--- config.mk ---
export PLATFORM = sky130hd
export DESIGN_NAME = ssf_flag_bank
export DESIGN_NICKNAME = d
export VERILOG_FILES = /design/src/rtl/ssf_flag_bank.v
export VERILOG_INCLUDE_DIRS = /design/src /design/src/rtl
export SDC_FILE = /design/constraint.sdc
export NUM_CORES = 1
export LEC_CHECK = 0
export BUFFER_PORTS_ARGS = -buffer_cell sky130_fd_sc_hd__buf_2
export CORE_MARGIN = 2
export CORE_UTILIZATION = 58
export CTS_CLUSTER_DIAMETER = 80
export DETAILED_ROUTE_END_ITERATION = 16
export PLACE_DENSITY = 0.85
export SETUP_SLACK_MARGIN = 0.02
export SYNTH_ARGS = -nofsm -noshare
export SYNTH_HDL_FRONTEND = slang
export SYNTH_SLANG_ARGS = --single-unit
--- constraint.sdc ---
create_clock -name clk_i -period 5.8 [get_ports clk_i]
set_input_delay 0.29 -clock clk_i [delete_from_list [all_inputs] [get_ports clk_i]]
set_output_delay 0.29 -clock clk_i [all_outputs]
set_load 0.02 [all_outputs]
--- src/rtl/ssf_consts.vh ---
// Constants for the system status flag bank
`ifndef SSF_CONSTS_VH
`define SSF_CONSTS_VH

// ----------------------------------------
// Register byte offsets
// ----------------------------------------
`define SSF_OFS_STATUS 8'h00
`define SSF_OFS_CTRL 8'h04
`define SSF_OFS_CDATA0 8'h08
`define SSF_OFS_CDATA1 8'h0c
`define SSF_OFS_CDATA2 8'h10
`define SSF_OFS_CDATA3 8'h14
`define SSF_OFS_WDT_CAUSE 8'h18

// ----------------------------------------
// Status register bit positions
// ----------------------------------------
`define SSF_ST_FUSE 0
`define SSF_ST_DIP 1
`define SSF_ST_BAT_LIVE 2
`define SSF_ST_BAT_LATCH 3
`define SSF_ST_SELF_DIAG 4
`define SSF_ST_DIAG 5
`define SSF_ST_CLK_ERR 6
`define SSF_ST_ONE 7
`define SSF_ST_ZERO 8
`define SSF_ST_WDT 9
`define SSF_ST_READY 10
`define SSF_ST_TEST 11

// ----------------------------------------
// Control register bit positions
// ----------------------------------------
`define SSF_CT_SET_REQ 0
`define SSF_CT_READ_REQ 1
`define SSF_CT_DIAG_RST 2
`define SSF_CT_CTRL_READY 3
`define SSF_CT_EXT_BAT 4

// ----------------------------------------
// Reset values
// ----------------------------------------
`define SSF_RST_CTRL 5'h00
`define SSF_RST_CDATA 16'h0000
`define SSF_RST_CAUSE 8'h00

// ----------------------------------------
// Timing
// ----------------------------------------
`define SSF_CLK_PERIOD_NS 8
`define SSF_DIP_AC_MS 20
`define SSF_DIP_DC_MS 10
`define SSF_NS_PER_MS 1000000

`endif

--- src/rtl/ssf_flag_bank.v ---
// System status flag bank with a classic Wishbone register slave
`timescale 1ns/1ps
`include "ssf_consts.vh"

// Function
// - Latch fuse-failure flag, hold after recovery
// - Latch short supply dip; only power-up clears
// - Live battery-low follows battery voltage
// - Latched battery-low holds after voltage recovers
// - Battery flags update only with external battery
// - Battery lamp follows battery-low flag
// - Latch self-diagnostic error flag
// - Latch diagnostic error flag
// - Reset request rising edge clears diagnostic error
// - Set request rising edge writes clock element if all words are BCD
// - Invalid clock words at set raise error
// - Read request high copies BCD time in
// - Constant-one flag always high
// - Constant-zero flag always low
// - Latch motion-processor watchdog error flag
// - Watchdog error stops all axes three clock cycles after the pin rises
// - Watchdog error stores its cause code
// - Ready rise sets complete flag if check passes
// - Ready low clears complete flag
// - Test-mode flag follows peripheral test mode
module ssf_flag_bank #(
    parameter DIP_AC_CYC = `SSF_DIP_AC_MS * `SSF_NS_PER_MS / `SSF_CLK_PERIOD_NS,
    parameter DIP_DC_CYC = `SSF_DIP_DC_MS * `SSF_NS_PER_MS / `SSF_CLK_PERIOD_NS
) (
    input wire clk_i,
    input wire rst_b_i,
    input wire wb_cyc_i,
    input wire wb_stb_i,
    input wire wb_we_i,
    input wire [7:0] wb_adr_i,
    input wire [31:0] wb_dat_i,
    input wire [3:0] wb_sel_i,
    output reg [31:0] wb_dat_o,
    output reg wb_ack_o,
    input wire fuse_blown_i,
    input wire supply_low_i,
    input wire supply_dc_i,
    input wire battery_low_i,
    input wire self_diag_err_i,
    input wire diag_err_i,
    input wire wdt_err_i,
    input wire test_mode_i,
    input wire [7:0] wdt_cause_i,
    input wire param_ok_i,
    input wire [63:0] rtc_time_i,
    output reg rtc_we_o,
    output reg [63:0] rtc_wdata_o,
    output reg battery_lamp_o,
    output reg axis_stop_o
);

    // ----------------------------------------
    // Pin synchronisers
    // ----------------------------------------
    localparam NSYNC = 8;
    wire [NSYNC-1:0] pin_raw;
    wire [NSYNC-1:0] pin_s;
    assign pin_raw = {supply_dc_i, test_mode_i, wdt_err_i, diag_err_i, self_diag_err_i,
                      battery_low_i, supply_low_i, fuse_blown_i};

    genvar gi;
    generate
        for (gi = 0; gi < NSYNC; gi = gi + 1)
        begin : g_sync
            reg meta_q;
            reg sync_q;
            always @(posedge clk_i or negedge rst_b_i)
            begin
                if (!rst_b_i)
                begin
                    meta_q <= 1'b0;
                    sync_q <= 1'b0;
                end
                else
                begin
                    meta_q <= pin_raw[gi];
                    sync_q <= meta_q;
                end
            end
            assign pin_s[gi] = sync_q;
        end
    endgenerate

    wire fuse_s = pin_s[0];
    wire supply_low_s = pin_s[1];
    wire bat_low_s = pin_s[2];
    wire self_diag_s = pin_s[3];
    wire diag_s = pin_s[4];
    wire wdt_s = pin_s[5];
    wire test_s = pin_s[6];
    wire dc_s = pin_s[7];

    // ----------------------------------------
    // Register state
    // ----------------------------------------
    reg fuse_fail_flag_q;
    reg supply_dip_flag_q;
    reg battery_low_live_flag_q;
    reg battery_low_latched_flag_q;
    reg self_diag_error_flag_q;
    reg diag_error_flag_q;
    reg clock_data_error_flag_q;
    reg motion_watchdog_error_flag_q;
    reg motion_ready_complete_flag_q;
    reg test_mode_active_flag_q;
    reg [4:0] ctrl_q;
    reg [4:0] ctrl_prev_q;
    wire [63:0] cdata_words;
    reg [7:0] wdt_cause_q;
    reg supply_low_prev_q;
    reg [21:0] dip_cnt_q;

    wire clock_set_request = ctrl_q[`SSF_CT_SET_REQ];
    wire clock_read_request = ctrl_q[`SSF_CT_READ_REQ];
    wire diag_error_reset_request = ctrl_q[`SSF_CT_DIAG_RST];
    wire controller_ready_input = ctrl_q[`SSF_CT_CTRL_READY];
    wire ext_bat_en = ctrl_q[`SSF_CT_EXT_BAT];

    wire set_rise = clock_set_request & ~ctrl_prev_q[`SSF_CT_SET_REQ];
    wire rst_rise = diag_error_reset_request & ~ctrl_prev_q[`SSF_CT_DIAG_RST];
    wire rdy_rise = controller_ready_input & ~ctrl_prev_q[`SSF_CT_CTRL_READY];

    // ----------------------------------------
    // Bus decode
    // ----------------------------------------
    wire bus_req = wb_cyc_i & wb_stb_i & ~wb_ack_o;
    wire bus_wr = bus_req & wb_we_i;

    // Every nibble must be a BCD digit
    reg cdata_valid;
    integer ni;
    always @*
    begin
        cdata_valid = 1'b1;
        for (ni = 0; ni < 16; ni = ni + 1)
        begin
            if (cdata_words[ni*4 +: 4] > 4'h9)
                cdata_valid = 1'b0;
        end
    end

    // ----------------------------------------
    // Supply dip length measurement
    // ----------------------------------------
    // Counter saturates so a long outage never wraps into a short one
    wire [21:0] dip_limit = dc_s ? DIP_DC_CYC[21:0] : DIP_AC_CYC[21:0];
    wire dip_end = supply_low_prev_q & ~supply_low_s;

    always @(posedge clk_i or negedge rst_b_i)
    begin
        if (!rst_b_i)
        begin
            supply_low_prev_q <= 1'b0;
            dip_cnt_q <= 22'h000000;
        end
        else
        begin
            supply_low_prev_q <= supply_low_s;
            if (!supply_low_s)
                dip_cnt_q <= 22'h000000;
            else if (dip_cnt_q != 22'h3fffff)
                dip_cnt_q <= dip_cnt_q + 22'h000001;
        end
    end

    // ----------------------------------------
    // Status flags
    // ----------------------------------------
    always @(posedge clk_i or negedge rst_b_i)
    begin
        if (!rst_b_i)
        begin
            fuse_fail_flag_q <= 1'b0;
            supply_dip_flag_q <= 1'b0;
            self_diag_error_flag_q <= 1'b0;
            diag_error_flag_q <= 1'b0;
            clock_data_error_flag_q <= 1'b0;
            motion_ready_complete_flag_q <= 1'b0;
            test_mode_active_flag_q <= 1'b0;
        end
        else
        begin
            if (fuse_s)
                fuse_fail_flag_q <= 1'b1;
            // Cleared only by power-up reset
            if (dip_end && (dip_cnt_q < dip_limit))
                supply_dip_flag_q <= 1'b1;
            if (self_diag_s)
                self_diag_error_flag_q <= 1'b1;
            // A fresh error wins over the reset edge
            if (diag_s)
                diag_error_flag_q <= 1'b1;
            else if (rst_rise)
                diag_error_flag_q <= 1'b0;
            if (set_rise)
                clock_data_error_flag_q <= ~cdata_valid;
            if (!controller_ready_input)
                motion_ready_complete_flag_q <= 1'b0;
            else if (rdy_rise && param_ok_i)
                motion_ready_complete_flag_q <= 1'b1;
            test_mode_active_flag_q <= test_s;
        end
    end

    // ----------------------------------------
    // Battery monitor
    // ----------------------------------------
    always @(posedge clk_i or negedge rst_b_i)
    begin
        if (!rst_b_i)
        begin
            battery_low_live_flag_q <= 1'b0;
            battery_low_latched_flag_q <= 1'b0;
            battery_lamp_o <= 1'b0;
        end
        else
        begin
            if (ext_bat_en)
            begin
                battery_low_live_flag_q <= bat_low_s;
                if (bat_low_s)
                    battery_low_latched_flag_q <= 1'b1;
            end
            // Lamp lags its flag by one cycle
            battery_lamp_o <= battery_low_latched_flag_q | battery_low_live_flag_q;
        end
    end

    // ----------------------------------------
    // Watchdog error and axis stop
    // ----------------------------------------
    // Only the first cause is kept, so a later error cannot hide the original fault
    always @(posedge clk_i or negedge rst_b_i)
    begin
        if (!rst_b_i)
        begin
            motion_watchdog_error_flag_q <= 1'b0;
            wdt_cause_q <= `SSF_RST_CAUSE;
            axis_stop_o <= 1'b0;
        end
        else if (wdt_s)
        begin
            if (!motion_watchdog_error_flag_q)
                wdt_cause_q <= wdt_cause_i;
            motion_watchdog_error_flag_q <= 1'b1;
            axis_stop_o <= 1'b1;
        end
    end

    // ----------------------------------------
    // Clock element write port
    // ----------------------------------------
    always @(posedge clk_i or negedge rst_b_i)
    begin
        if (!rst_b_i)
        begin
            rtc_we_o <= 1'b0;
            rtc_wdata_o <= 64'h0000000000000000;
        end
        else
        begin
            rtc_we_o <= set_rise & cdata_valid;
            if (set_rise)
                rtc_wdata_o <= cdata_words;
        end
    end

    // ----------------------------------------
    // Control register and edge history
    // ----------------------------------------
    always @(posedge clk_i or negedge rst_b_i)
    begin
        if (!rst_b_i)
        begin
            ctrl_q <= `SSF_RST_CTRL;
            ctrl_prev_q <= `SSF_RST_CTRL;
        end
        else
        begin
            ctrl_prev_q <= ctrl_q;
            if (bus_wr && wb_sel_i[0] && (wb_adr_i == `SSF_OFS_CTRL))
                ctrl_q <= wb_dat_i[4:0];
        end
    end

    // ----------------------------------------
    // Clock data words
    // ----------------------------------------
    generate
        for (gi = 0; gi < 4; gi = gi + 1)
        begin : g_cdata
            localparam [31:0] OFS_W = `SSF_OFS_CDATA0 + 4 * gi;
            wire [7:0] ofs = OFS_W[7:0];
            reg [15:0] word_q;
            always @(posedge clk_i or negedge rst_b_i)
            begin
                if (!rst_b_i)
                    word_q <= `SSF_RST_CDATA;
                else if (clock_read_request)
                    // Live copy wins over software writes
                    word_q <= rtc_time_i[gi*16 +: 16];
                else if (bus_wr && (wb_adr_i == ofs))
                begin
                    if (wb_sel_i[0])
                        word_q[7:0] <= wb_dat_i[7:0];
                    if (wb_sel_i[1])
                        word_q[15:8] <= wb_dat_i[15:8];
                end
            end
            assign cdata_words[gi*16 +: 16] = word_q;
        end
    endgenerate

    // ----------------------------------------
    // Read mux and acknowledge
    // ----------------------------------------
    reg [31:0] rd_mux;
    always @*
    begin
        rd_mux = 32'h00000000;
        case (wb_adr_i)
            `SSF_OFS_STATUS:
            begin
                rd_mux[`SSF_ST_FUSE] = fuse_fail_flag_q;
                rd_mux[`SSF_ST_DIP] = supply_dip_flag_q;
                rd_mux[`SSF_ST_BAT_LIVE] = battery_low_live_flag_q;
                rd_mux[`SSF_ST_BAT_LATCH] = battery_low_latched_flag_q;
                rd_mux[`SSF_ST_SELF_DIAG] = self_diag_error_flag_q;
                rd_mux[`SSF_ST_DIAG] = diag_error_flag_q;
                rd_mux[`SSF_ST_CLK_ERR] = clock_data_error_flag_q;
                rd_mux[`SSF_ST_ONE] = 1'b1;
                rd_mux[`SSF_ST_ZERO] = 1'b0;
                rd_mux[`SSF_ST_WDT] = motion_watchdog_error_flag_q;
                rd_mux[`SSF_ST_READY] = motion_ready_complete_flag_q;
                rd_mux[`SSF_ST_TEST] = test_mode_active_flag_q;
            end
            `SSF_OFS_CTRL:
                rd_mux[4:0] = ctrl_q;
            `SSF_OFS_CDATA0:
                rd_mux[15:0] = cdata_words[15:0];
            `SSF_OFS_CDATA1:
                rd_mux[15:0] = cdata_words[31:16];
            `SSF_OFS_CDATA2:
                rd_mux[15:0] = cdata_words[47:32];
            `SSF_OFS_CDATA3:
                rd_mux[15:0] = cdata_words[63:48];
            `SSF_OFS_WDT_CAUSE:
                rd_mux[7:0] = wdt_cause_q;
            default:
                rd_mux = 32'h00000000;
        endcase
    end

    // Unmapped addresses ack with zero so a stray access never hangs
    always @(posedge clk_i or negedge rst_b_i)
    begin
        if (!rst_b_i)
        begin
            wb_ack_o <= 1'b0;
            wb_dat_o <= 32'h00000000;
        end
        else
        begin
            wb_ack_o <= bus_req;
            if (bus_req && !wb_we_i)
                wb_dat_o <= rd_mux;
        end
    end

endmodule

# After elaboration in Yosys (flattened, before gate mapping)
# Index checks and enable logic that the tools add are counted.
dict set report word_totals {
  register_bits 213
  out_inout_bits 100
  wordCells 152
}
dict set report op_classes {
  n_mux 37
  order_cmp 17
  eq_ne 9
  add_sub_neg 1
  n_reduce_logical 28
  bitwise 16
}
# op n
set ops {}
lappend ops {{16-bit 2-to-1 mux} 8}
lappend ops {{22-bit 2-to-1 mux} 3}
lappend ops {{4-bit greater-than comparator (second input constant)} 16}
lappend ops {{5-bit one-hot mux with 7 select lines} 1}
lappend ops {{8-bit by 5-bit == test with 1-bit output (second input constant)} 3}
lappend ops {{22-bit by 1-bit adder with 22-bit output (second input constant)} 1}
lappend ops {{22-bit less-than comparator} 1}
lappend ops {{22-bit != test (second input constant)} 1}
lappend ops {{1-bit 2-to-1 mux} 20}
lappend ops {{4-bit one-hot mux with 5 select lines} 1}
lappend ops {{2-bit AND reduction} 10}
lappend ops {{3-bit one-hot mux with 6 select lines} 1}
lappend ops {{8-bit by 4-bit == test with 1-bit output (second input constant)} 2}
lappend ops {{8-bit 2-to-1 mux} 2}
lappend ops {{4-bit one-hot mux with 4 select lines} 1}
lappend ops {{2-bit nonzero test} 7}
lappend ops {{1-bit logical AND} 9}
lappend ops {{1-bit AND} 8}
lappend ops {{8-bit by 3-bit == test with 1-bit output (second input constant)} 1}
lappend ops {{8-bit logical NOT} 1}
lappend ops {{1-bit inverter} 7}
lappend ops {{2-bit by 1-bit != test with 1-bit output (second input constant)} 2}
lappend ops {{1-bit logical NOT} 1}
lappend ops {{1-bit bitwise OR} 1}

# Logic depth before layout (Yosys ltp)
dict set report depth {
  ltp_word 18
  ltp_mapped 8
  mapped_depth_nobuf 7
}

# Worst setup path after synthesis
# OpenSTA, ideal clock, no wires.
dict set report synth_path {
  path_kind {register to register}
  startpoint {register dip_cnt_q[0]}
  endpoint {register dip_cnt_q[0]}
  period_less_slack_ns 1.868
  required_ns 5.681
  slack_ns 3.932
  t_arrival_ns 1.749
  path_stages_with_launch 8
  path_cell_list {dfrtp_1 > ha_1 > nand2_1 > nor4_4 > buf_4 > nand2_1 > xor2_1 > and2_1}
}
dict set report synth_via {
  elab_chain_cells 3
  elab_cells_between_ends 5
  cone_classes {1 x add/sub; 2 x eq/ne; 2 x mux}
}
# element line
set synth_lines {}
lappend synth_lines {{start: declaration} ssf_flag_bank.v:116} ;# reg [21:0] dip_cnt_q;
lappend synth_lines {{start signal: assignment} ssf_flag_bank.v:167} ;# dip_cnt_q <= dip_cnt_q + 22'h000001;
lappend synth_lines {{22-bit by 1-bit adder with 22-bit output} ssf_flag_bank.v:167}
lappend synth_lines {{22-bit 2-to-1 mux} ssf_flag_bank.v:166} ;# else if (dip_cnt_q != 22'h3fffff)
lappend synth_lines {{22-bit 2-to-1 mux} ssf_flag_bank.v:164} ;# if (!supply_low_s)
# Several ways; a longest one is shown, not always the timed one. The select of a mux whose other input is x is not followed.
# A chain may end at the register's enable or synchronous reset.

# Worst setup path in the final report
dict set report layout_path {
  startpoint {register ctrl_q[1]}
  endpoint {register g_cdata[1].word_q[6]}
}
dict set report layout_via {
  elab_chain_cells 2
  elab_cells_between_ends 4
  cone_classes {1 x mux; 3 x reduce/logical}
}
# element line
set layout_lines {}
lappend layout_lines {{start: declaration} ssf_flag_bank.v:111} ;# reg [4:0] ctrl_q;
lappend layout_lines {{start signal: assignment} ssf_flag_bank.v:280} ;# ctrl_q <= `SSF_RST_CTRL;
lappend layout_lines {{start signal: assignment} ssf_flag_bank.v:287} ;# ctrl_q <= wb_dat_i[4:0];
lappend layout_lines {{2-bit nonzero test (no source line)} n/a}
lappend layout_lines {{2-bit AND reduction (no source line)} n/a}
lappend layout_lines {{end signal: assignment} ssf_flag_bank.v:303} ;# word_q <= `SSF_RST_CDATA;
lappend layout_lines {{end signal: assignment} ssf_flag_bank.v:306} ;# word_q <= rtc_time_i[gi*16 +: 16];
lappend layout_lines {{end signal: assignment} ssf_flag_bank.v:310} ;# word_q[7:0] <= wb_dat_i[7:0];
lappend layout_lines {{end: declaration} ssf_flag_bank.v:299} ;# reg [15:0] word_q;
# Several ways; a longest one is shown, not always the timed one.

==> flow_summary_export.csv <==
group,metric,value,unit
synth,ys_types,70,
global_routing,track_usage,28.85,%
sta,fin_skew,0.01529,ns
place,gp_congestion,0.8941,
clock_network,root_buffer,"clkbuf_16",
floorplan,start_util,59.01,%
sta,slew_headroom,13.46,%
clock_network,cts_resized,0,
synth,yosysWarnings,0,
finish,syn_to_final_growth,18.81,%
synth,ys_seq_elements,212,
floorplan,die_h,133.7,µm
synth,syn_avg_cell_area,11.09,µm²
job,max-cap-violations,0,
global_routing,grt_pass1_vias,7536,
floorplan,num_io_pins,230,
synth,synthTopCellsByArea,"dfrtp_1 54%, mux2_2 9.9%, a21oi_1 4.3%, o21ai_0 4.2%, nand2_1 3.4%",
synth,synthArstFlopShare,100.0,%
critical_path,cp.arrival,2.92,ns
clock_network,cts_setup_buffers,0,
synth,synth_top_area_share,54.40,%
sta,timing.final.crit_share,44.69,%
finish,drive_gt1_share,32.19,%
critical_path,crit_required,6.13,ns
synth,synth_xor_area_share,1.527,%
sta,hold_ws,0.01632,ns
routing,drtIter0Drc,583,
sta,fin_setup_tns,0,ns
worst_hold_path,min_path_cells,2,
critical_path,r2r_cells,3,
synth,netlist_area,9752,µm²
finish,design_area,11590,µm²
power_and_ir_drop,leakage,5.801,nW
global_routing,grt_pass1_wl,40.18,mm
sta,setup_viol,0,
clock_network,clock-sinks,212,
floorplan,die_width,133.7,µm
clock_network,ctsHoldBuffers,9,
critical_path,critPathKind,"flip-flop to flip-flop",
worst_hold_path,hold_start,"wdt_cause_i[7]",
clock_network,clockBufferDepth,3,
clock_network,numCtsBuffers,23,
finish,final_nets,1208,
place,dpl_cell_area,10760,µm²
critical_path,rrSetupSlack,3.21,ns
routing,totalWireLength,26.14,mm
global_routing,grt_max_degree,108,
critical_path,critPathCaptureType,"flip-flop",
place,port_buffers,195,
finish,final_cell_mix,"211 x dfrtp_1, 194 x buf_2, 88 x nand2_1, 86 x mux2_2, 84 x a21oi_1",
synth,synth_compound_area_share,14.88,%
clock_network,clock_latency,0.51,ns
global_routing,grt_antenna_before_repair,1,
routing,via_per_inst,5.949,
clock_network,htreeDepth,1,
worst_hold_path,hold_class,"input pin to flip-flop",
sta,hold_viol_final,0,
sta,grt_setup_unrepaired,"no",
synth,seq_area_frac_synth,54.40,%
run_status,status,"finished, final reports clean",
floorplan,rows,47,
sta,timing.final.ws_setup,3.208,ns
clock_network,cts_tree,"built",
clock_network,clkSlewWorstSetupHoldPaths,0.06,ns
synth,synth-simple-area-share,12.07,%
finish,utilization,70.11,%
synth,synth_top_area_cell,"dfrtp_1",
sta,tightest_slew,1.292,ns
finish,layout_commonest_cell,"dfrtp_1",
routing,drtAntennaViolNets,0,
place,place_inst,1252,
global_routing,overflow,0,
routing,via_count,7746,
critical_path,crit_fanout,47,
synth,synthFlopType,"dfrtp_1",
power_and_ir_drop,vdd_drop_max,224.0,µV
power_and_ir_drop,report.power.total,3.301,mW
synth,synthMuxAreaShare,11.68,%
place,dp_hpwl,18.83,mm
floorplan,core,16520,µm²
finish,instances_no_fill,1302,
sta,timing.final.crit_period,2.592,ns
critical_path,worst_setup_path_start_kind,"flip-flop",
place,pre_cts_slack,3.181,ns
power_and_ir_drop,p_per_area,284.9,nW/µm²
critical_path,worstReg2RegStart,"ctrl_q[1]",
critical_path,startpoint,"ctrl_q[1]",
sta,slew_viol_final,0,
sta,fmax,385.8,MHz
synth,synth_top_family_by_area,"compound AO/OA/AOI/OAI gates",
synth,synth-edff-count,0,
synth,syn_inst,879,
routing,wire_per_inst,20.08,µm
floorplan,die-area,17870,µm²
synth,synth-adder-area-share,1.540,%
routing,drc_errors,0,
routing,firstDrtPassIters,5,
synth_stat cells (all sizes together), types with 2 or more instances:
| cell type | n |
|---|---|
| a21o | 2 |
| o21ai | 98 |
| a31oi | 7 |
| o21a | 5 |
| a22oi | 13 |
| nand2b | 7 |
| or4 | 3 |
| a21boi | 3 |
| nand2 | 88 |
| nor3 | 8 |
| and2 | 18 |
| nor2b | 19 |
| and4 | 2 |
| or4b | 2 |
| o2111ai | 2 |
| nor4 | 2 |
| inv | 6 |
| a211oi | 9 |
| nand3 | 13 |
| xor2 | 13 |
| and4bb | 2 |
| o22a | 6 |
| or3 | 2 |
| nor2 | 22 |
| o22ai | 3 |
| nor4b | 3 |
| a32oi | 3 |
| or2 | 6 |
| dfrtp | 212 |
| xnor2 | 4 |
| ha | 12 |
| mux2 | 86 |
| nand4 | 9 |
| clkbuf | 20 |
| buf | 42 |
| o2bb2ai | 2 |
| and3 | 7 |
| mux2i | 17 |
| a21oi | 86 |
power breakdown:
part / total [mW] / internal, mW / switching [mW]
clock: 1.42 / 0.838 / 0.586
combinational: 0.265 / 0.104 / 0.161
sequential: 1.61 / 1.55 / 0.0651
total: 3.30 / 2.49 / 0.812
worst paths after layout:
check | to
setup / recovery | g_cdata[1].word_q[6]
hold / removal | wdt_cause_q[7]
setup reg to reg | g_cdata[1].word_q[6]
hold reg to reg | diag_s
max in group asynchronous | rtc_wdata_o[23]
min in group asynchronous | rtc_wdata_o[9]
state kept, by name, summed over array words and instances (netlist names), 3 cells and up:
name	flops
g_cdata.word_q	64
rtc_wdata_o	64
dip_cnt_q	22
wb_dat_o	16
g_sync.meta_q	8
wdt_cause_q	8
ctrl_q	5
g_sync.sync_q	4
ctrl_prev_q	3
layer usage:
metal	global-route usage (%)	vias to the layer above	wire [µm]
met1	36.72	3826	10210
li1	-	3508	-
met2	48.97	347	12980
met5	0	-	0
met3	5.746	65	1926
met4	11.17	0	1024
critical path: stages, from the launching register on:
cell and delay (ns):
dfrtp_2 0.70, buf_4 0.43, a31oi_1 0.99, o21ai_0 0.27
area by class of cell:
class | count | area (µm²)
sequential | 212 | 5306
fill | 1187 | 4938
multi-input combinational | 614 | 4129
timing repair buffer | 209 | 1112
clock buffer | 31 | 655.6
tap | 220 | 275.3
clock inverter | 9 | 82.58
inverter | 6 | 22.52
antenna | 1 | 2.502
logic make-up (layout without fill, tap and decap cells):
kind of cell / count (synthesis) / in the layout
compound gates: 248 / 248
simple gates: 218 / 218
flops: 212 / 212
mux: 103 / 103
buf+inv: 68 / 255
xor+xnor: 17 / 17
fa+ha+maj: 12 / 12
other cells: 1 / 17
Note: power is estimated with default switching activity, not from simulation.
